<file path="config.mk">
export PLATFORM = sky130hd
export DESIGN_NAME = usdb_top
export DESIGN_NICKNAME = d
export VERILOG_FILES = /design/src/usdb_pkg.sv /design/src/usdb_top.sv
export SDC_FILE = /design/constraint.sdc
export NUM_CORES = 1
export LEC_CHECK = 0
export BUFFER_PORTS_ARGS = -buffer_cell sky130_fd_sc_hd__buf_4
export CORE_MARGIN = 2
export CORE_UTILIZATION = 50
export DETAILED_ROUTE_END_ITERATION = 8
export PLACE_DENSITY = 0.76
export RECOVER_POWER = 50
export REMOVE_ABC_BUFFERS = 1
export SLEW_MARGIN = 20
export SYNTH_ARGS = -nofsm -noshare
export SYNTH_HDL_FRONTEND = slang
export SYNTH_SLANG_ARGS = --single-unit
export TNS_END_PERCENT = 20
</file>
<file path="constraint.sdc">
create_clock -name aclk -period 2.4 [get_ports aclk]
set_input_delay 0.12 -clock aclk [delete_from_list [all_inputs] [get_ports aclk]]
set_output_delay 0.12 -clock aclk [all_outputs]
set_load 0.05 [all_outputs]
</file>
<file path="src/usdb_pkg.sv">
package usdb_pkg;
    // Register indices; byte address is four times the index
    localparam logic [5:0] IDX_RXL = 6'h00;
    localparam logic [5:0] IDX_RXH = 6'h01;
    localparam logic [5:0] IDX_TXL = 6'h02;
    localparam logic [5:0] IDX_TXH = 6'h03;
    localparam logic [5:0] IDX_STAT = 6'h04;
    localparam logic [5:0] IDX_INTERRUPT_AND_LINE_CONTROL = 6'h05;
    localparam logic [5:0] IDX_ENABLE_AND_RECEIVE_MODE = 6'h06;
    localparam logic [5:0] IDX_FRAME_FORMAT_CONTROL = 6'h07;
    localparam logic [5:0] IDX_BAUD = 6'h08;
    localparam logic [5:0] IDX_DBG = 6'h0B;
    localparam logic [5:0] IDX_EVC = 6'h0C;
    localparam logic [5:0] IDX_TXPL = 6'h0D;
    localparam logic [5:0] IDX_RXPL = 6'h0E;
    localparam logic [5:0] IDX_ISTAT = 6'h10;
    localparam logic [5:0] IDX_IEN = 6'h11;
    localparam logic [5:0] IDX_ICLR = 6'h12;
    // Control field positions
    localparam int RECEIVER_ENABLE_BIT = 7;
    localparam int TXEN_BIT = 6;
    localparam int RXMODE_LSB = 1;
    localparam int CMODE_LSB = 6;
    localparam int PMODE_LSB = 4;
    localparam int CHARACTER_SIZE_FIELD_LSB = 0;
    // Encodings
    localparam logic [1:0] RXMODE_LIN_AUTOMATIC_RECEIVE_MODE = 2'h3;
    localparam logic [1:0] CMODE_MSPI = 2'h3;
    localparam logic [1:0] PMODE_OFF = 2'h0;
    localparam logic [2:0] CH_5 = 3'h0;
    localparam logic [2:0] CH_6 = 3'h1;
    localparam logic [2:0] CH_7 = 3'h2;
    localparam logic [2:0] CH_9L = 3'h6;
    localparam logic [2:0] CH_9H = 3'h7;
    // Receive entry layout
    localparam int E_FRAME_ERROR_BIT = 10;
    localparam int E_PARITY_ERROR_BIT = 9;
    localparam int E_D8 = 8;
    localparam int ENT_W = 11;
    // Interrupt status bits
    localparam int IS_RX = 0;
    localparam int IS_OVF = 1;
    localparam int IS_TXLD = 2;
    localparam int IS_DROP = 3;
    localparam int IS_W = 4;
    // Reset values and bus answers
    localparam logic [7:0] CTRL_RST = 8'h00;
    localparam logic [15:0] BAUD_RST = 16'h0000;
    localparam logic [1:0] RESP_OKAY = 2'h0;
    localparam logic [1:0] RESP_SLVERR = 2'h2;
endpackage

</file>
<file path="src/usdb_top.sv">
// The implementer's own choice: the AXI4-Lite slave port.
`timescale 1ns/1ps
module usdb_top #(
    parameter int RX_FIFO_DEPTH = 2,
    parameter int ADDR_W = 8
) (
    // Clock and reset
    input wire logic aclk,
    input wire logic aresetn,
    // AXI4-Lite write
    input wire logic [ADDR_W-1:0] awaddr,
    input wire logic awvalid,
    output logic awready,
    input wire logic [31:0] wdata,
    input wire logic [3:0] wstrb,
    input wire logic wvalid,
    output logic wready,
    output logic [1:0] bresp,
    output logic bvalid,
    input wire logic bready,
    // AXI4-Lite read
    input wire logic [ADDR_W-1:0] araddr,
    input wire logic arvalid,
    output logic arready,
    output logic [31:0] rdata,
    output logic [1:0] rresp,
    output logic rvalid,
    input wire logic rready,
    // Receive shifter side
    input wire logic rx_char_valid,
    input wire logic [8:0] rx_char_data,
    input wire logic rx_char_frame_error_bit,
    input wire logic rx_char_parity_error_bit,
    input wire logic rx_lin_pid_parity_error_bit,
    input wire logic rx_lin_resp,
    input wire logic rx_start_det,
    // Transmit shifter side
    input wire logic tx_shifter_empty,
    output logic tx_load,
    output logic [8:0] tx_load_data,
    // Configuration and interrupt
    output logic [7:0] ctrl_a,
    output logic [7:0] ctrl_b,
    output logic [7:0] ctrl_c,
    output logic [15:0] baud_div,
    output logic irq
);
    import usdb_pkg::*;

    // Refuse sizes that the two-slot pointers and the index decode cannot serve
    if (RX_FIFO_DEPTH != 2) begin
        $error("RX_FIFO_DEPTH must be 2");
    end
    if (ADDR_W < 8) begin
        $error("ADDR_W must be at least 8");
    end

    function automatic logic [7:0] size_mask(input logic [2:0] cs);
        size_mask = (cs == CH_5) ? 8'h1F : (cs == CH_6) ? 8'h3F : (cs == CH_7) ? 8'h7F : 8'hFF;
    endfunction

    function automatic logic is_mapped(input logic [5:0] ix);
        is_mapped = (ix <= IDX_BAUD) || (ix >= IDX_DBG && ix <= IDX_RXPL) ||
                    (ix >= IDX_ISTAT && ix <= IDX_ICLR);
    endfunction

    // Bus state
    logic awready_r, wready_r, bvalid_r, arready_r, rvalid_r;
    logic [1:0] bresp_r, rresp_r;
    logic [31:0] rdata_r, wdata_r, rd_mux;
    logic [ADDR_W-1:0] awaddr_r;
    logic [3:0] wstrb_r;
    // Configuration
    logic [7:0] interrupt_and_line_control_r, enable_and_receive_mode_r, frame_format_control_r, dbg_r, evc_r, txpl_r, rxpl_r;
    logic [15:0] baud_r;
    logic [IS_W-1:0] stat_r, ien_r;
    logic irq_r;
    // Receive path
    logic [ENT_W-1:0] fifo_r [RX_FIFO_DEPTH];
    logic [ENT_W-1:0] hold_r;
    logic hold_v_r, rd_ptr_r, wr_ptr_r, ovf_r;
    logic [1:0] cnt_r;
    // Transmit path
    logic [7:0] txbuf_r;
    logic tx9_r, dre_r, tx_full_r, tx_lo_got_r, tx_load_r;
    logic [8:0] tx_load_data_r;

    // Mode decode
    wire receiver_enable = enable_and_receive_mode_r[RECEIVER_ENABLE_BIT];
    wire txen = enable_and_receive_mode_r[TXEN_BIT];
    wire [2:0] character_size_field = frame_format_control_r[CHARACTER_SIZE_FIELD_LSB +: 3];
    wire lowfirst = (character_size_field == CH_9L);
    wire is9 = (character_size_field == CH_9L) || (character_size_field == CH_9H);
    wire lin_automatic_receive_mode = (enable_and_receive_mode_r[RXMODE_LSB +: 2] == RXMODE_LIN_AUTOMATIC_RECEIVE_MODE);
    wire mspi = (frame_format_control_r[CMODE_LSB +: 2] == CMODE_MSPI);
    wire par_en = (frame_format_control_r[PMODE_LSB +: 2] != PMODE_OFF);
    wire [7:0] mask = size_mask(character_size_field);

    // Read decode
    wire [5:0] ridx = araddr[7:2];
    wire rd_fire = arvalid && arready_r;
    wire rd_rxl = rd_fire && (ridx == IDX_RXL);
    wire rd_rxh = rd_fire && (ridx == IDX_RXH);

    // Write decode
    wire [5:0] widx = awaddr_r[7:2];
    wire wr_do = !awready_r && !wready_r && !bvalid_r;
    wire wr_lo = wr_do && wstrb_r[0];
    wire wr_hi = wr_do && wstrb_r[1];
    wire txl_wr = wr_lo && (widx == IDX_TXL);
    wire txh_wr = wr_lo && (widx == IDX_TXH);
    wire txl_take = txl_wr && dre_r;
    wire txl_drop = txl_wr && !dre_r;
    wire [IS_W-1:0] iclr = (wr_lo && widx == IDX_ICLR) ? wdata_r[IS_W-1:0] : '0;

    // Receive entry formation
    wire rxv = rx_char_valid && receiver_enable;
    wire parity_error_bit_in = lin_automatic_receive_mode ? rx_lin_pid_parity_error_bit : (par_en && rx_char_parity_error_bit);
    wire d8_in = lin_automatic_receive_mode ? rx_lin_resp : rx_char_data[8];
    wire [ENT_W-1:0] new_ent = {rx_char_frame_error_bit, parity_error_bit_in, d8_in, rx_char_data[7:0]};
    // Empty buffer shows zero data and flags, not a stale or unwritten slot
    wire [ENT_W-1:0] head = (cnt_r != 2'h0) ? fifo_r[rd_ptr_r] : '0;

    // FIFO movement
    wire pop = (cnt_r != 2'h0) && (lowfirst ? rd_rxh : rd_rxl);
    wire space = (cnt_r != 2'h2) || pop;
    wire push_hold = hold_v_r && space;
    wire push_new = rxv && space && !hold_v_r;
    wire to_hold = rxv && !push_new && (!hold_v_r || push_hold);
    wire push = push_hold || push_new;
    wire [ENT_W-1:0] push_ent = hold_v_r ? hold_r : new_ent;
    wire [1:0] cnt_nxt = cnt_r + {1'b0, push} - {1'b0, pop};
    wire ovf_set = receiver_enable && (cnt_r == 2'h2) && hold_v_r && rx_start_det;

    // Transmit movement
    wire tx_go = tx_full_r && txen && tx_shifter_empty && !tx_load_r;
    wire [IS_W-1:0] ev = {txl_drop, tx_go, ovf_set, push};

    // Receive high byte view
    wire receive_complete_flag = (cnt_r != 2'h0);
    wire [7:0] rxh_view = {receive_complete_flag, ovf_r && !mspi, 3'h0, head[E_FRAME_ERROR_BIT] && !mspi,
                           head[E_PARITY_ERROR_BIT] && !mspi, head[E_D8] && (is9 || lin_automatic_receive_mode)};

    always_comb begin
        rd_mux = 32'h0000_0000;
        unique case (ridx)
            IDX_RXL: rd_mux[7:0] = head[7:0] & mask;
            IDX_RXH: rd_mux[7:0] = rxh_view;
            IDX_TXL: rd_mux[7:0] = txbuf_r;
            IDX_STAT: rd_mux[7:0] = {receive_complete_flag, 1'b0, dre_r, 5'h00};
            IDX_INTERRUPT_AND_LINE_CONTROL: rd_mux[7:0] = interrupt_and_line_control_r;
            IDX_ENABLE_AND_RECEIVE_MODE: rd_mux[7:0] = enable_and_receive_mode_r;
            IDX_FRAME_FORMAT_CONTROL: rd_mux[7:0] = frame_format_control_r;
            IDX_BAUD: rd_mux[15:0] = baud_r;
            IDX_DBG: rd_mux[7:0] = dbg_r;
            IDX_EVC: rd_mux[7:0] = evc_r;
            IDX_TXPL: rd_mux[7:0] = txpl_r;
            IDX_RXPL: rd_mux[7:0] = rxpl_r;
            IDX_ISTAT: rd_mux[IS_W-1:0] = stat_r;
            IDX_IEN: rd_mux[IS_W-1:0] = ien_r;
            default: rd_mux = 32'h0000_0000;
        endcase
    end

    // Write channel handshake
    always_ff @(posedge aclk) begin
        if (!aresetn) begin
            awready_r <= 1'b1;
            wready_r <= 1'b1;
            bvalid_r <= 1'b0;
            bresp_r <= RESP_OKAY;
            awaddr_r <= '0;
            wdata_r <= 32'h0000_0000;
            wstrb_r <= 4'h0;
        end else begin
            if (awvalid && awready_r) begin
                awready_r <= 1'b0;
                awaddr_r <= awaddr;
            end
            if (wvalid && wready_r) begin
                wready_r <= 1'b0;
                wdata_r <= wdata;
                wstrb_r <= wstrb;
            end
            if (wr_do) begin
                bvalid_r <= 1'b1;
                bresp_r <= is_mapped(widx) ? RESP_OKAY : RESP_SLVERR;
            end else if (bvalid_r && bready) begin
                bvalid_r <= 1'b0;
                awready_r <= 1'b1;
                wready_r <= 1'b1;
            end
        end
    end

    // Read channel
    always_ff @(posedge aclk) begin
        if (!aresetn) begin
            arready_r <= 1'b1;
            rvalid_r <= 1'b0;
            rdata_r <= 32'h0000_0000;
            rresp_r <= RESP_OKAY;
        end else if (rd_fire) begin
            arready_r <= 1'b0;
            rvalid_r <= 1'b1;
            rdata_r <= rd_mux;
            rresp_r <= is_mapped(ridx) ? RESP_OKAY : RESP_SLVERR;
        end else if (rvalid_r && rready) begin
            rvalid_r <= 1'b0;
            arready_r <= 1'b1;
        end
    end

    // Configuration registers
    always_ff @(posedge aclk) begin
        if (!aresetn) begin
            interrupt_and_line_control_r <= CTRL_RST;
            enable_and_receive_mode_r <= CTRL_RST;
            frame_format_control_r <= CTRL_RST;
            dbg_r <= CTRL_RST;
            evc_r <= CTRL_RST;
            txpl_r <= CTRL_RST;
            rxpl_r <= CTRL_RST;
            baud_r <= BAUD_RST;
            ien_r <= '0;
        end else begin
            if (wr_lo && widx == IDX_INTERRUPT_AND_LINE_CONTROL) interrupt_and_line_control_r <= wdata_r[7:0];
            if (wr_lo && widx == IDX_ENABLE_AND_RECEIVE_MODE) enable_and_receive_mode_r <= wdata_r[7:0];
            if (wr_lo && widx == IDX_FRAME_FORMAT_CONTROL) frame_format_control_r <= wdata_r[7:0];
            if (wr_lo && widx == IDX_DBG) dbg_r <= wdata_r[7:0];
            if (wr_lo && widx == IDX_EVC) evc_r <= wdata_r[7:0];
            if (wr_lo && widx == IDX_TXPL) txpl_r <= wdata_r[7:0];
            if (wr_lo && widx == IDX_RXPL) rxpl_r <= wdata_r[7:0];
            if (wr_lo && widx == IDX_BAUD) baud_r[7:0] <= wdata_r[7:0];
            if (wr_hi && widx == IDX_BAUD) baud_r[15:8] <= wdata_r[15:8];
            if (wr_lo && widx == IDX_IEN) ien_r <= wdata_r[IS_W-1:0];
        end
    end

    // Receive FIFO, shifter hold slot and overflow
    always_ff @(posedge aclk) begin
        if (!aresetn || !receiver_enable) begin
            cnt_r <= 2'h0;
            rd_ptr_r <= 1'b0;
            wr_ptr_r <= 1'b0;
            hold_v_r <= 1'b0;
            hold_r <= '0;
            ovf_r <= 1'b0;
        end else begin
            if (push) fifo_r[wr_ptr_r] <= push_ent;
            wr_ptr_r <= wr_ptr_r ^ push;
            rd_ptr_r <= rd_ptr_r ^ pop;
            cnt_r <= cnt_nxt;
            if (to_hold) begin
                hold_v_r <= 1'b1;
                hold_r <= new_ent;
            end else if (push_hold) begin
                hold_v_r <= 1'b0;
            end
            if (ovf_set) ovf_r <= 1'b1;
            else if (rd_rxl) ovf_r <= 1'b0;
        end
    end

    // Transmit buffer
    always_ff @(posedge aclk) begin
        if (!aresetn) begin
            dre_r <= 1'b1;
            txbuf_r <= 8'h00;
            tx9_r <= 1'b0;
            tx_full_r <= 1'b0;
            tx_lo_got_r <= 1'b0;
            tx_load_r <= 1'b0;
            tx_load_data_r <= 9'h000;
        end else begin
            tx_load_r <= tx_go;
            if (tx_go) tx_load_data_r <= {tx9_r && is9, txbuf_r & mask};
            if (txh_wr) tx9_r <= wdata_r[0];
            if (txl_take) begin
                txbuf_r <= wdata_r[7:0];
                dre_r <= 1'b0;
            end else if (tx_go) begin
                dre_r <= 1'b1;
            end
            if (txl_take && lowfirst) tx_lo_got_r <= 1'b1;
            else if (txh_wr) tx_lo_got_r <= 1'b0;
            if ((txl_take && !lowfirst) || (txh_wr && tx_lo_got_r)) tx_full_r <= 1'b1;
            else if (tx_go) tx_full_r <= 1'b0;
        end
    end

    // Interrupt status, set wins over clear
    always_ff @(posedge aclk) begin
        if (!aresetn) begin
            stat_r <= '0;
            irq_r <= 1'b0;
        end else begin
            stat_r <= (stat_r & ~iclr) | ev;
            irq_r <= |(stat_r & ien_r);
        end
    end

    assign awready = awready_r;
    assign wready = wready_r;
    assign bvalid = bvalid_r;
    assign bresp = bresp_r;
    assign arready = arready_r;
    assign rvalid = rvalid_r;
    assign rdata = rdata_r;
    assign rresp = rresp_r;
    assign tx_load = tx_load_r;
    assign tx_load_data = tx_load_data_r;
    assign ctrl_a = interrupt_and_line_control_r;
    assign ctrl_b = enable_and_receive_mode_r;
    assign ctrl_c = frame_format_control_r;
    assign baud_div = baud_r;
    assign irq = irq_r;
endmodule

</file>
Yosys cells after proc, flatten, opt, wreduce, memory -nomap -nowiden

Memories as Yosys holds them, arrays and structs flattened. A register that Yosys moved wholly into a read port is not among the register bits.
Index checks and enable logic that the tools add are counted.

Eq/ne operators: 33
Bitwise logic cells: 8
Muxes and demuxes: 40
Reductions and logical operators: 86
Add/sub/neg operators: 2
$lt $le $gt $ge: 10

Operators by type and width:

| kind                                                              | count |
|---|---|
| == test 6 x 4 -> 1 bit, second input constant                     | 10 |
| logical AND 1 bit                                                 | 52 |
| case mux 4 bit (13 select lines)                                  | 1 |
| case mux 4 bit (12 select lines)                                  | 1 |
| == test 6 x 3 -> 1 bit, second input constant                     | 7 |
| two-way mux 8 bit                                                 | 4 |
| two-way mux 1 bit                                                 | 29 |
| == test 6 x 5 -> 1 bit, second input constant                     | 4 |
| less-or-equal comparator 6 x 4 -> 1 bit, second input constant    | 4 |
| two-way mux 11 bit                                                | 2 |
| == test 6 x 2 -> 1 bit, second input constant                     | 3 |
| nonzero test 2 bit                                                | 9 |
| bitwise AND 8 bit                                                 | 2 |
| greater-or-equal comparator 6 x 4 -> 1 bit, second input constant | 2 |
| greater-or-equal comparator 6 x 5 -> 1 bit, second input constant | 2 |
| less-or-equal comparator 6 x 5 -> 1 bit, second input constant    | 2 |
| logical NOT 1 bit                                                 | 11 |
| logical OR 1 bit                                                  | 11 |
| bitwise AND 4 bit                                                 | 2 |
| == test 2 bit, second input constant                              | 3 |
| == test 3 bit, second input constant                              | 2 |
| == test 6 x 1 -> 1 bit, second input constant                     | 1 |
| logical NOT 6 bit                                                 | 1 |
| two-way mux 2 bit                                                 | 2 |
| other kinds (11)                                                  | 12 |

Memories kept: 1
Register bits after elaboration: 171
Output and inout bits: 92
Input bits: 75
Bits in writable memories: 22
Word-level logic and storage cells: 216

Memories:

| memory | words | bits a word | read ports | clocked after memory_dff | wr ports | RTL line       | text |
|---|---|---|---|---|---|---|---|
| fifo_r | 2     | 11          | 1          | 1                        | 1        | usdb_top.sv:79 | `logic [ENT_W-1:0] fifo_r [RX_FIFO_DEPTH];` |

Logic depth before layout (Yosys ltp)

Gate-level depths: netlist of the first run.

Depth in word-level cells: 11
Mapped depth: 12
Depth with buffers taken out: 11

Worst setup path after synthesis of the first run

No wires, ideal clock.

Path kind: reg-to-reg
Start: register frame_format_control_r[2] (netlist: ctrl_c[2])
End: memory fifo_r[0][0], enable pin
Setup time: 0.393 ns
Arrival time: 2.360 ns
Clock period less this slack: 2.753 ns
Path slack: -0.353 ns
Stages on the path, launching flop included: 8
Required time: 2.007 ns
Path buffers: 1
Path through: dfxtp_1 > buf_2 > and3b_1 > nand4_1 > nand3_2 > o21a_1 > inv_1 > nor3_1

Word-level cells in the longest chain between the ends: 10
Elaborated cells between the ends (all ways): 11
Those cells by class: 1 x eq/ne; 4 x mux; 6 x reduce/logical

Ends and longest elaborated chain:

| what                                      | RTL line        | text |
|---|---|---|
| start, declared                           | usdb_top.sv:74  | `logic [7:0] interrupt_and_line_control_r, enable_and_receive_mode_r, frame_format_control_r, dbg_r, evc_r, txp ...` |
| start signal, assigned                    | usdb_top.sv:229 | `if (wr_lo && widx == IDX_FRAME_FORMAT_CONTROL) frame_format_control_r <= wdata_r[7:0];` |
| == test 3 bit *                           | usdb_top.sv:92  | `wire lowfirst = (character_size_field == CH_9L);` |
| two-way mux 1 bit *                       | usdb_top.sv:125 | `wire pop = (cnt_r != 2'h0) && (lowfirst ? rd_rxh : rd_rxl);` |
| logical AND 1 bit *                       | usdb_top.sv:125 |  |
| logical OR 1 bit *                        | usdb_top.sv:126 | `wire space = (cnt_r != 2'h2) \|\| pop;` |
| logical AND 1 bit (2 in a row)            | usdb_top.sv:128 | `wire push_new = rxv && space && !hold_v_r;` |
| logical OR 1 bit *                        | usdb_top.sv:130 | `wire push = push_hold \|\| push_new;` |
| two-way mux 1 bit *                       | usdb_top.sv:250 | `if (push) fifo_r[wr_ptr_r] <= push_ent;` |
| two-way mux 1 bit *                       | usdb_top.sv:242 | `if (!aresetn \|\| !receiver_enable) begin` |
| two-way mux 1 bit (implied by the code) * | usdb_top.sv:250 |  |
| end, declared                             | usdb_top.sv:79  |  |

Mark *: on every way between the ends. The rest lies on a longest branch, timed or not.

Final worst setup path of the first run

Start: register arready_r (netlist: arready)
End: register cnt_r[1]

Word-level cells in the longest chain between the ends: 10
Elaborated cells between the ends (all ways): 12
Those cells by class: 2 x add/sub; 1 x mux; 9 x reduce/logical

Ends and longest elaborated chain:

| what                                        | RTL line                         | text |
|---|---|---|
| start, declared                             | usdb_top.sv:68                   | `logic awready_r, wready_r, bvalid_r, arready_r, rvalid_r;` |
| start signal, assigned                      | usdb_top.sv:199                  | `arready_r <= 1'b1;` |
| start signal, assigned                      | usdb_top.sv:204                  | `arready_r <= 1'b0;` |
| start signal, assigned                      | usdb_top.sv:210                  | `arready_r <= 1'b1;` |
| logical AND 1 bit *                         | usdb_top.sv:101                  | `wire rd_fire = arvalid && arready_r;` |
| logical AND 1 bit, on equally long branches | usdb_top.sv:102, usdb_top.sv:103 |  |
| two-way mux 1 bit *                         | usdb_top.sv:125                  |  |
| logical AND 1 bit *                         | usdb_top.sv:125                  |  |
| logical OR 1 bit                            | usdb_top.sv:126                  |  |
| logical AND 1 bit (2 in a row)              | usdb_top.sv:128                  |  |
| logical OR 1 bit                            | usdb_top.sv:130                  |  |
| adder 2 x 1 -> 2 bit                        | usdb_top.sv:132                  | `wire [1:0] cnt_nxt = cnt_r + {1'b0, push} - {1'b0, pop};` |
| subtractor 2 x 1 -> 2 bit *                 | usdb_top.sv:132                  |  |
| end signal, assigned                        | usdb_top.sv:253                  | `cnt_r <= cnt_nxt;` |
| end, declared                               | usdb_top.sv:82                   | `logic [1:0] cnt_r;` |

Marked as above.
A chain may end at the register's enable or synchronous reset.

==> run summary, run 1 <==
The data required time of the critical path is 2.72 ns. The worst pin sits at a relative slew slack of a little over a third. The final instance count without filler cells came out at 1297. The count of state elements after synthesis is around 190. The count of H-tree levels built during CTS came out at 4. The area fraction of the dominant cell type after synthesis is 38.2%. Counting flops with a built-in enable in the synthesized netlist gives 22. For the worst-skew pair, the clock arrives at the later sink with an insertion delay of 0.43 ns. STA classifies the critical path startpoint as a flop.

The maximum operating frequency is 458 MHz. In the synthesized netlist the dominant register cell turns out to be dfxtp_1. The violation count after the first detailed-routing iteration is ~660. The number of global-route vias before repair came out at 6797. The post-synthesis instance total came out at 907. The path class of the tightest hold or removal check is in2reg. The ratio of cells with drive above 1 in the final layout came out at 14.0%. The area growth from synthesis to final layout came out at 21.2%.

The number of nets in the layout came out at 1136. TritonCTS created 17 clock buffers. The number of placed instances, taps included is 1226. The actual slew at the worst max-slew pin came out at 0.963 ns. On the final layout, the worst clock skew is 0.00636 ns. The site row count is 48. The final critical path takes up a little over 90% of the cycle. The commonest cells after synthesis are 167 x dfxtp_1, 133 x nand2_1, 96 x mux2i_1, 75 x nor2b_1, 53 x a21boi_0. The leakage power of the design came out at 3.95 nW. The data arrival at the endpoint of the critical path came out at around 2.5 ns. The number of setup violations in the final report is 0. The tree built by TritonCTS fans out to 189 sinks. The post-synthesis instance area came out at 0.00875 mm^2.

The number of vias in the routed layout came out at between 7000 and 8000. The core footprint is 0.0172 mm^2. The die is 136 um wide. The area after detailed placement came out at 0.00985 mm^2. In this run the remaining antenna-violating nets after routing total 0. The time the worst path needs with I/O delays and setup came out at between 2 and 2.5 ns. The number of antenna diodes in the final layout is 0. The sum of net half-perimeters after detailed placement came out at ~17000 um. The final design area excluding fillers is 0.0106 mm^2.

After synthesis, the cell types taking the most area are dfxtp_1 38%, mux2i_1 11%, edfxtp_1 7.6%, nand2_1 5.7%, nor2b_1 5.4%. In this run the vertical extent of the chip is 136 um. In the final routed layout, each cell accounts on average for ~18 um. The count of pins on the block boundary came out at between 150 and 200. The largest fanout on the critical path came out at 4. The count of final hold-check violations came to 0. The final wirelength came out at 23700 um.

The number of slew-limit violations in the final report is 0. The initial utilization of the core area, before any placement, comes to 50.9%. The final global-route overflow total came out at 0. STA classifies the critical path endpoint as a flop. The fraction of synthesis flops using an asynchronous set or reset pin came out at 0%. The count of port buffers added during placement is 126. The via density per instance came out at 5.59. In the routed design, unresolved DRC markers number 0.

The number of instances resized during post-cts repair is 0. The number of different library cells used by synthesis comes to 73. The routability congestion estimate is 0.983. Setup repair after global routing left no endpoint under its margin.

The largest net degree at the start of global routing came out at 47. The peak supply drop is 0.000537 V. The overall die area is approximately 0.019 mm^2.

The number of search-and-repair iterations in the first detailed-routing pass came out at 6. The library cell with the highest instance count after synthesis is dfxtp_1. Across the run, the number of max-cap violations was 0.

The global-route wire length before repair came out at between 30000 and 40000 um. The biggest area consumer among synthesized cells is dfxtp_1. The critical path in this run is classified as reg2reg.

CTS placed an instance of clkbuf_16 at the clock tree root. The flow ran to the end, and the final reports show no timing, DRC or antenna violations. The average instance area after synthesis is approximately 9.6 um^2. The number of buffers on the longest clock path is 2. The share of the yosys chip area belonging to registers came out at 45.8%. After clock tree synthesis, the clock-pin slew on the worst setup and hold paths is approximately 0.07 ns. The number of antenna violations at the first check in global routing came out at 0.

The total of warnings raised by yosys came out at 0. In this run the power density over the cells is 644 mW/mm^2. TritonCTS built the clock tree. The overall global routing resource usage is 26.2%.
-- placed cells by master (no fill, tap or decap), types with 5 or more instances in the layout --
cell type        n
a21boi_0        53
a21boi_1        13
a21oi_1         14
a22oi_1         17
a31oi_1          5
and2_1          11
and3_1           5
buf_4           81
clkbuf_1        78
clkbuf_16       17
conb_1          18
dfxtp_1        167
dlygate4sd3_1   39
edfxtp_1        22
inv_1            6
mux2_2          14
mux2i_1         96
nand2_1        133
nand2b_1         8
nand3_1         19
nand3b_1         7
nand4_1          6
nor2_1          30
nor2b_1         75
nor3_1          12
o21ai_0         25
o21ai_1          7
o22ai_1          6
-- cell type report --
| type | count | area [um^2] |
|---|---|---|
| clock inverter | 9 | 158 |
| timing repair buffer | 197 | 1300 |
| tap | 225 | 282 |
| clock buffer | 23 | 488 |
| multi-input combinational | 647 | 4340 |
| inverter | 7 | 26.3 |
| fill | 1529 | 6580 |
| sequential | 189 | 4000 |
-- worst max-delay path, stage by stage, from the launching register on --
cell and delay (ns):
dfxtp_1 0.36, and2_0 0.31, nand4_1 0.20, nand3_2 0.15
o21a_1 0.15, inv_1 0.07, ha_1 0.27, inv_1 0.06
ha_1 0.14, xor2_1 0.17, xnor2_1 0.14, nor2_1 0.05
-- state kept, by name, summed over array words and instances (netlist names), 6 cells and up --
register / cells
awaddr_r: 6
baud_div: 16
ctrl_a: 8
ctrl_b: 8
ctrl_c: 8
dbg_r: 8
evc_r: 8
fifo_r: 22
hold_r: 11
rdata: 16
rxpl_r: 8
tx_load_data: 9
txbuf_r: 8
txpl_r: 8
wdata_r: 16
-- layer usage --
metal / global-route usage [%] / up-vias / share of wire (%)
met5: 0 / - / 0
met4: 10.0 / 0 / 2.9
met3: 5.74 / 52 / 8.2
met2: 41.5 / 316 / 46
met1: 35.0 / 3447 / 43
li1: - / 3434 / -
-- per-stage QoR --
stage | util (%) | setup WS, ns | power [mW] | hold slack, ns | setup TNS, ns
2_1_floorplan | - | -0.389 | 3.58 | 0.196 | -8.84
3_3_place_gp | 57.4 | 0.122 | 3.80 | 0.321 | 0
3_5_place_dp | 57.4 | 0.102 | 3.80 | 0.326 | 0
4_1_cts | 63.4 | 0.279 | 6.85 | 0.0572 | 0
5_1_grt | 61.7 | 0.0623 | 7.01 | 0.0722 | 0
6_report | 61.7 | 0.215 | 6.82 | 0.0846 | 0
-- kinds of logic after synthesis --
family | Yosys count | share of synthesized area, %
xor gates and xnor gates | 4 | 0.401
adders and majority gates | 2 | 0.286
muxes | 115 | 13.5
other | 1 | 0.0429
DFF | 189 | 45.8
buffers and inverters | 88 | 5.29
AOI/OAI and AO/OA | 166 | 13.1
and+or+nand+nor | 342 | 21.6
-- timing repair --
| item | CTS | global route |
|---|---|---|
| hold buffers | 39 | 0 |
| hold endpoints to repair | 38 | 0 |
| setup buffers | 0 | 0 |
-- power breakdown --
part / leakage, nW / internal [mW] / switching (mW) / total [mW]
Sequential: 1.55 / 3.22 / 0.0619 / 3.29
Clock: 0.310 / 1.86 / 1.19 / 3.05
Combinational: 2.09 / 0.203 / 0.288 / 0.491
Total: 3.95 / 5.29 / 1.54 / 6.82
-- worst paths after layout --
kind | cells past startpoint | to | startpoint | slack (ns)
worst max-delay path | 11 | cnt_r[1] | arready | 0.21
worst min-delay path | 3 | ovf_r | rx_start_det | 0.08
worst min register to register | 2 | rdata[3] | rdata[3] | 0.45
worst max register to register | 11 | cnt_r[1] | arready | 0.21
Note: power is estimated with default switching activity, not from simulation.
==> inputs of run 2 (changes only) <==
- CELL_PAD_IN_SITES_DETAIL_PLACEMENT: not set -> 0
- CELL_PAD_IN_SITES_GLOBAL_PLACEMENT: not set -> 2
- CORE_UTILIZATION: 50 -> 31
- PLACE_DENSITY: 0.76 -> not set
- PLACE_DENSITY_LB_ADDON: not set -> 0.1
==> run 2 against run 1 <==
Effect of this change: first-iteration DRC count down 30%; register-to-register slack is essentially flat; global-route usage down 7.4 points; utilization decreased by 23 points; clock power shrank 6%; setup slack worse by 0.0094 ns; largest cell class unchanged; design area grew 2.2%; die area is 59% higher.
==> run summary, run 2 (synthesized netlist as in run 1, its figures left out) <==
The vertical extent of the die was 172 um (+26%). The number of clock sinks is 189 (unchanged). The count of H-tree levels built during CTS came to 4 (unchanged). The actual slew at the worst max-slew pin is 0.909 ns (-0.0538 ns).

The largest net degree at the start of global routing is 46 (-2.1%). The worst setup margin came to 0.205 ns (-0.00936 ns). The number of flip-flops in the largest register was 22 (unchanged). The most frequent cell on the critical path is ha_1.

The number of placed instances, taps included came out at 1391 (+13%). The floorplan die width came out at 172 um (+26%). The top cell types in the final layout, fill and taps aside, are 167 x dfxtp_1, 133 x nand2_1, 96 x mux2i_1.

The time the worst path needs with I/O delays and setup is 2.19 ns (+0.00936 ns). The count of final hold-check violations came out at 0 (unchanged). The area after detailed placement is 0.0101 mm^2 (+2.9%). The count of port buffers added during placement was 126 (unchanged).

The routability congestion estimate came to 0.811 (-17%). The final global-route overflow total came to 0 (unchanged). The area growth from synthesis to final layout is 23.9%. The multi-input logic area is 0.00434 mm^2 (about the same). The total power after layout came out at 6.66 mW (-2.3%). The number of antenna violations at the first check in global routing is 0 (unchanged). The largest fanout on the critical path came out at 6 (+2). The leakage power of the design came out at 3.98 nW (+0.83%). The overall global routing resource usage came out at 18.8% (-7.4 points).

The placement-stage worst setup slack is 0.208 ns (+0.105 ns). The number of global-route vias before repair was 6576 (-3.3%). The post-route antenna net violation count is 0 (unchanged). In this run the worst hold path is classified as in2reg. STA classifies the critical path endpoint as a flop. More flip-flops sit in one register than any other, and that register is fifo_r.

The sequential cell area is 0.00400 mm^2 (unchanged). The data arrival at the endpoint of the critical path came out at 2.52 ns (about the same). The peak per-stage delay on the critical path came to 0.48 ns (+0.12 ns).

The effective utilization at floorplan is 31.5% (-19 points). The detail-routed net length per standard cell was 18.7 um (+2.2%). The count of pins on the block boundary came out at 167 (unchanged). The count of maximum capacitance violations came out at 0 (unchanged).

The final design area excluding fillers came out at 0.0108 mm^2 (+2.2%). The number of fill cells in the layout is 2917 (+91%). The tree is rooted in a clkbuf_16. The antenna cell count came out at 0 (unchanged). The sum of net half-perimeters after detailed placement came out at 20000 um (+21%). The peak supply drop came to 0.000328 V (-39%).

Setup repair after global routing left no endpoint under its margin. The via density per instance is 4.71 (-16%). The signal on the critical path passes through nand3b_1 -> mux2_1 -> nor3_4 -> ha_1 -> inv_1 -> ha_1 -> xor2_1 -> xnor2_1 -> nor2_1. The final instance count without filler cells was 1463 (+13%). The slowest cell on the critical path is dfxtp_1.

The number of setup violations in the final report came out at 0 (unchanged). The critical path is of the reg2reg type. The share of the clock period used by the worst path after layout came out at 91.4% (+0.39 points). The total DRC errors in the routed layout is 0 (unchanged).

The library cell used most frequently in the layout, excluding fill and tap cells, is dfxtp_1. STA classifies the critical path startpoint as a flop. The global-route wire length before repair is 41200 um (+12%). The maximum operating frequency was 456 MHz (-0.43%).

The clock-pin slew of the registers on the worst-case setup and hold paths came out at 0.08 ns (about the same). The number of slew-limit violations in the final report is 0 (unchanged). The violation count after the first detailed-routing iteration is 463 (-30%). The final wirelength is 27300 um (+15%).

The number of vias in the routed layout came out at 6888 (-5.0%). The overall die area was 0.0296 mm^2 (+59%). The core footprint came out at 0.0278 mm^2 (+62%). The number of buffers added by the clock tree synthesis step is 17 (unchanged). The relative slew slack is 39.4% (+3.6 points). The data required time of the critical path came to 2.72 ns (about the same). The total power divided by cell area is 615 mW/mm^2 (-4.5%). The clock latency at the later pin of the worst-skew pair is 0.44 ns (about the same).

The run finished with clean final reports. The final clock skew came out at 0.0146 ns (+0.00827 ns). The number of search-and-repair iterations in the first detailed-routing pass came out at 5 (-1). The site row count is 61 (+27%).

The final standard cell utilization of the core is 39.0% (-23 points). The number of nets in the layout is 1149 (+1.1%). TritonCTS built the clock tree. The number of buffers on the longest clock path came out at 2 (unchanged). The ratio of cells with drive above 1 in the final layout is 14.6% (+0.57 points).
## run 2: cell count changes in the layout (fill, tap and decap cells not counted), moves of 2 or more
cell	delta
buf_4	+9
bufinv_16	-4
clkbuf_8	-4
clkinv_8	+5
clkinvlp_4	-2
inv_6	+5
mux2_1	+4
mux2_2	-4
## run 2: path summary, 6_finish.rpt
kind	end	slack [ns]	from	cells past startpoint
worst max register to register	cnt_r[1]	0.21	ctrl_c[2]	9
worst min-delay path	hold_r[8]	0.05	rx_lin_resp	4
worst max-delay path	cnt_r[1]	0.21	ctrl_c[2]	9
worst min register to register	tx_load_data[6]	0.46	tx_load_data[6]	2
## run 2: routing by layer
layer  up-vias  GRT usage (%)  wire length (um)  share of wire (%)
met3        13           2.66               820                3.0
met2       123           28.7             12100                 44
met1      3291           28.0             14200                 52
met4         0           4.27               203               0.74
met5         -              0                 0                  0
li1       3461              -                 -                  -
## run 2: metrics by stage
step,hold WS (ns),TNS (ns)
floorplan,0.196,-8.84
global placement,0.322,0
detailed placement,0.328,0
CTS,0.0427,0
global route,0.0844,0
finish,0.0507,0
## run 2: report_power, final
group	internal (mW)	total, mW	switching, mW
Clock	1.41	2.87	1.45
Combinational	0.212	0.510	0.298
Sequential	3.22	3.29	0.0658
Total	4.85	6.66	1.82
## run 2: timing repair
action,CTS,global route
hold buffers,40,0
resized for setup,0,1
endpoints found under the hold margin,47,0
setup endpoints to repair,0,1
setup buffers,0,0
## run 2: cell type report
type / instances / share of cell area [%]
repair buffers: 210 / 12.9
multi-input cells: 647 / 40.1
flip-flops and latches: 189 / 36.9
well taps: 378 / 4.36
clock buffers: 18 / 3.96
clock inverters: 14 / 1.57
inverters: 7 / 0.242
## run 2: critical path, delay by kind of cell, from the launching register on
kind / cells / cell delay [ns]
multiplexers: 1 / 0.42
AND/OR/NAND/NOR: 3 / 0.42
adder cells (fa/ha/maj): 2 / 0.39
XOR/XNOR: 2 / 0.31
flip-flops: 1 / 0.48
buffers and inverters: 1 / 0.05
==> inputs of run 3 (changes only) <==
- BUFFER_PORTS_ARGS: -buffer_cell sky130_fd_sc_hd__buf_4 -> -buffer_cell sky130_fd_sc_hd__buf_2
- CORE_MARGIN: 2 -> not set
- SKIP_LAST_GASP: not set -> 1
==> run 3 against run 2 <==
Effect of this change: global-route usage increased by 0.32 points; sequential share of layout area increased by 0.47 points; maximum frequency increased by 2.4%; die area decreased by 2.3%; sequential power about the same; clock skew increased by 0.0020 ns; final cell count decreased by 0.21%; via count about the same; critical path depth increased by 2; count of clock-buffer cells in the layout decreased by 1; hold slack improved by 0.016 ns; wire length decreased by 1.3%.
==> run summary, run 3 (synthesized netlist as in run 1, its figures left out) <==
The largest net degree at the start of global routing came out at 74 (+61%). The number of antenna violations at the first check in global routing came out at 0 (unchanged). The final wirelength is 27000 um (-1.3%).

The number of global-route vias before repair came out at 6744 (+2.6%). Ranked by flip-flop count, first place goes to fifo_r. The clock-pin slew of the registers on the worst-case setup and hold paths is 0.08 ns (about the same). The overall global routing resource usage came out at 19.1% (+0.32 points). The number of clock sinks is 189 (unchanged). The via density per instance came out at 4.72 (+0.15%). The flow ran to the end, and the final reports show no timing, DRC or antenna violations.

The total DRC errors in the routed layout is 0 (unchanged). The final standard cell utilization of the core is 38.5% (-0.49 points). The worst setup path is launched from a flop. The sum of net half-perimeters after detailed placement was 19700 um (-1.7%). The number of fill cells in the layout was 2979 (+2.1%).

The count of port buffers added during placement is 126 (unchanged). The min-delay analysis places its worst path in the category in2reg. The placement-stage worst setup slack is 0.208 ns (-0.000341 ns). The library cell used most frequently in the layout, excluding fill and tap cells, is dfxtp_1. The area growth from synthesis to final layout is 22.3%.

The library cells used most frequently in the layout, excluding fill and tap cells, are 167 x dfxtp_1, 133 x nand2_1, 96 x mux2i_1. The peak supply drop is 0.000404 V (+23%). The data arrival at the endpoint of the critical path came out at 2.47 ns (-0.05 ns).

The critical path goes through and3b_1 -> nand4_1 -> nand3_2 -> o21a_1 -> inv_1 -> ha_1 -> inv_1 -> ha_1 -> xor2_1 -> xnor2_1 -> nor2_1. The clock latency at the later pin of the worst-skew pair came out at 0.43 ns (about the same). The number of slew-limit violations in the final report came out at 0 (unchanged). The share of the clock period used by the worst path after layout is 89.3% (-2.1 points). The number of buffers on the longest clock path is 2 (unchanged).

The maximum operating frequency is 466 MHz (+2.4%). The number of setup violations in the final report came to 0 (unchanged). The final global-route overflow total is 0 (unchanged). The post-route antenna net violation count was 0 (unchanged). The relative slew slack is 41.0% (+1.6 points). The leakage power of the design came out at 3.94 nW (-1.2%). The overall die area came to 0.0289 mm^2 (-2.3%).

TritonCTS built the clock tree. The total power divided by cell area was 637 mW/mm^2 (+3.5%). The largest fanout on the critical path came out at 6 (unchanged). The classification of the worst setup path is reg2reg.

The core footprint came to 0.0278 mm^2 (unchanged). The tree is rooted in a clkbuf_16. The time the worst path needs with I/O delays and setup is 2.14 ns (-0.0507 ns). The worst setup margin came to 0.256 ns (+0.0507 ns).

The worst setup path is captured at a flop. The number of vias in the routed layout is 6884 (-0.058%). The ratio of cells with drive above 1 in the final layout came out at 14.6% (+0.040 points).

The detail-routed net length per standard cell came out at 18.5 um (-1.1%). The count of maximum capacitance violations came to 0 (unchanged). The data required time of the critical path came out at 2.72 ns (about the same).

The slowest cell on the critical path is dfxtp_1. The vertical extent of the die is 170 um (-1.2%). The actual slew at the worst max-slew pin was 0.884 ns (-0.0250 ns).

The number of flip-flops in the largest register is 22 (unchanged). The floorplan die width was 170 um (-1.2%). The peak per-stage delay on the critical path was 0.47 ns (about the same).

The violation count after the first detailed-routing iteration is 481 (+3.9%). The global-route wire length before repair is 41400 um (+0.49%). The site row count came out at 61 (unchanged). The number of search-and-repair iterations in the first detailed-routing pass is 4 (-1).

The count of pins on the block boundary came out at 167 (unchanged). The effective utilization at floorplan was 31.5% (unchanged). Setup repair after global routing left no endpoint under its margin.

The antenna cell count is 0 (unchanged). The number of buffers added by the clock tree synthesis step came to 17 (unchanged). The buffer count from post-CTS setup fixing is 0 (unchanged).

The count of H-tree levels built during CTS came to 4 (unchanged). The number of nets in the layout came out at 1146 (-0.26%). The final clock skew is 0.0167 ns (+0.00205 ns). The count of final hold-check violations is 0 (unchanged). The routability congestion estimate is 0.754 (-7.1%).
run 3: critical path, delay by kind of cell, from the launching register on:
family,cells,cell delay (ns)
flops,1,0.47
fa+ha+maj,2,0.44
simple gates,4,0.59
xor+xnor,2,0.28
compound gates,1,0.15
buf+inv,2,0.11
run 3: per-stage QoR:
step	hold slack (ns)	TNS, ns	std cells	area (um^2)	power, mW
after floorplan	0.196	-8.84	843	8370	3.58
after global placement	0.335	0	1388	9800	3.80
after detailed placement	0.340	0	1388	9800	3.80
after CTS	0.0606	0	1460	10800	6.89
after global routing	0.106	0	1460	10700	7.04
final	0.0667	0	1460	10700	6.81
run 3: final cells by class:
| type | count | area (um^2) | area share [%] |
|---|---|---|---|
| clock inverter | 15 | 195 | 1.82 |
| tap | 378 | 473 | 4.42 |
| multi-input combinational | 647 | 4340 | 40.6 |
| sequential | 189 | 4000 | 37.4 |
| timing repair buffer | 207 | 1240 | 11.6 |
| inverter | 7 | 26.3 | 0.246 |
| clock buffer | 17 | 425 | 3.98 |
run 3: timing repair:
item / 4_1_cts / 5_1_grt
hold buffers: 40 / 0
endpoints found under the hold margin: 38 / 0
endpoints found under the setup margin: 0 / 1
gates resized for setup: 0 / 1
run 3: power breakdown:
part / internal, mW / switching [mW]
Combinational: 0.188 / 0.295
Clock: 1.60 / 1.44
Sequential: 3.22 / 0.0634
Total: 5.01 / 1.80
run 3: worst paths after layout:
| path | end | start | depth (start not counted) | slack, ns |
|---|---|---|---|---|
| worst max-delay path | cnt_r[1] | ctrl_c[2] | 11 | 0.26 |
| worst min-delay path | hold_r[8] | rx_lin_resp | 4 | 0.07 |
| worst max register to register | cnt_r[1] | ctrl_c[2] | 11 | 0.26 |
| worst min register to register | rdata[13] | rdata[13] | 2 | 0.46 |
run 3: routing by layer:
metal | vias up | wire length, um | track usage, %
li1 | 3449 | - | -
met1 | 3307 | 14000 | 28.0
met2 | 117 | 12100 | 30.0
met3 | 11 | 693 | 2.47
met4 | 0 | 216 | 3.64
met5 | - | 0 | 0
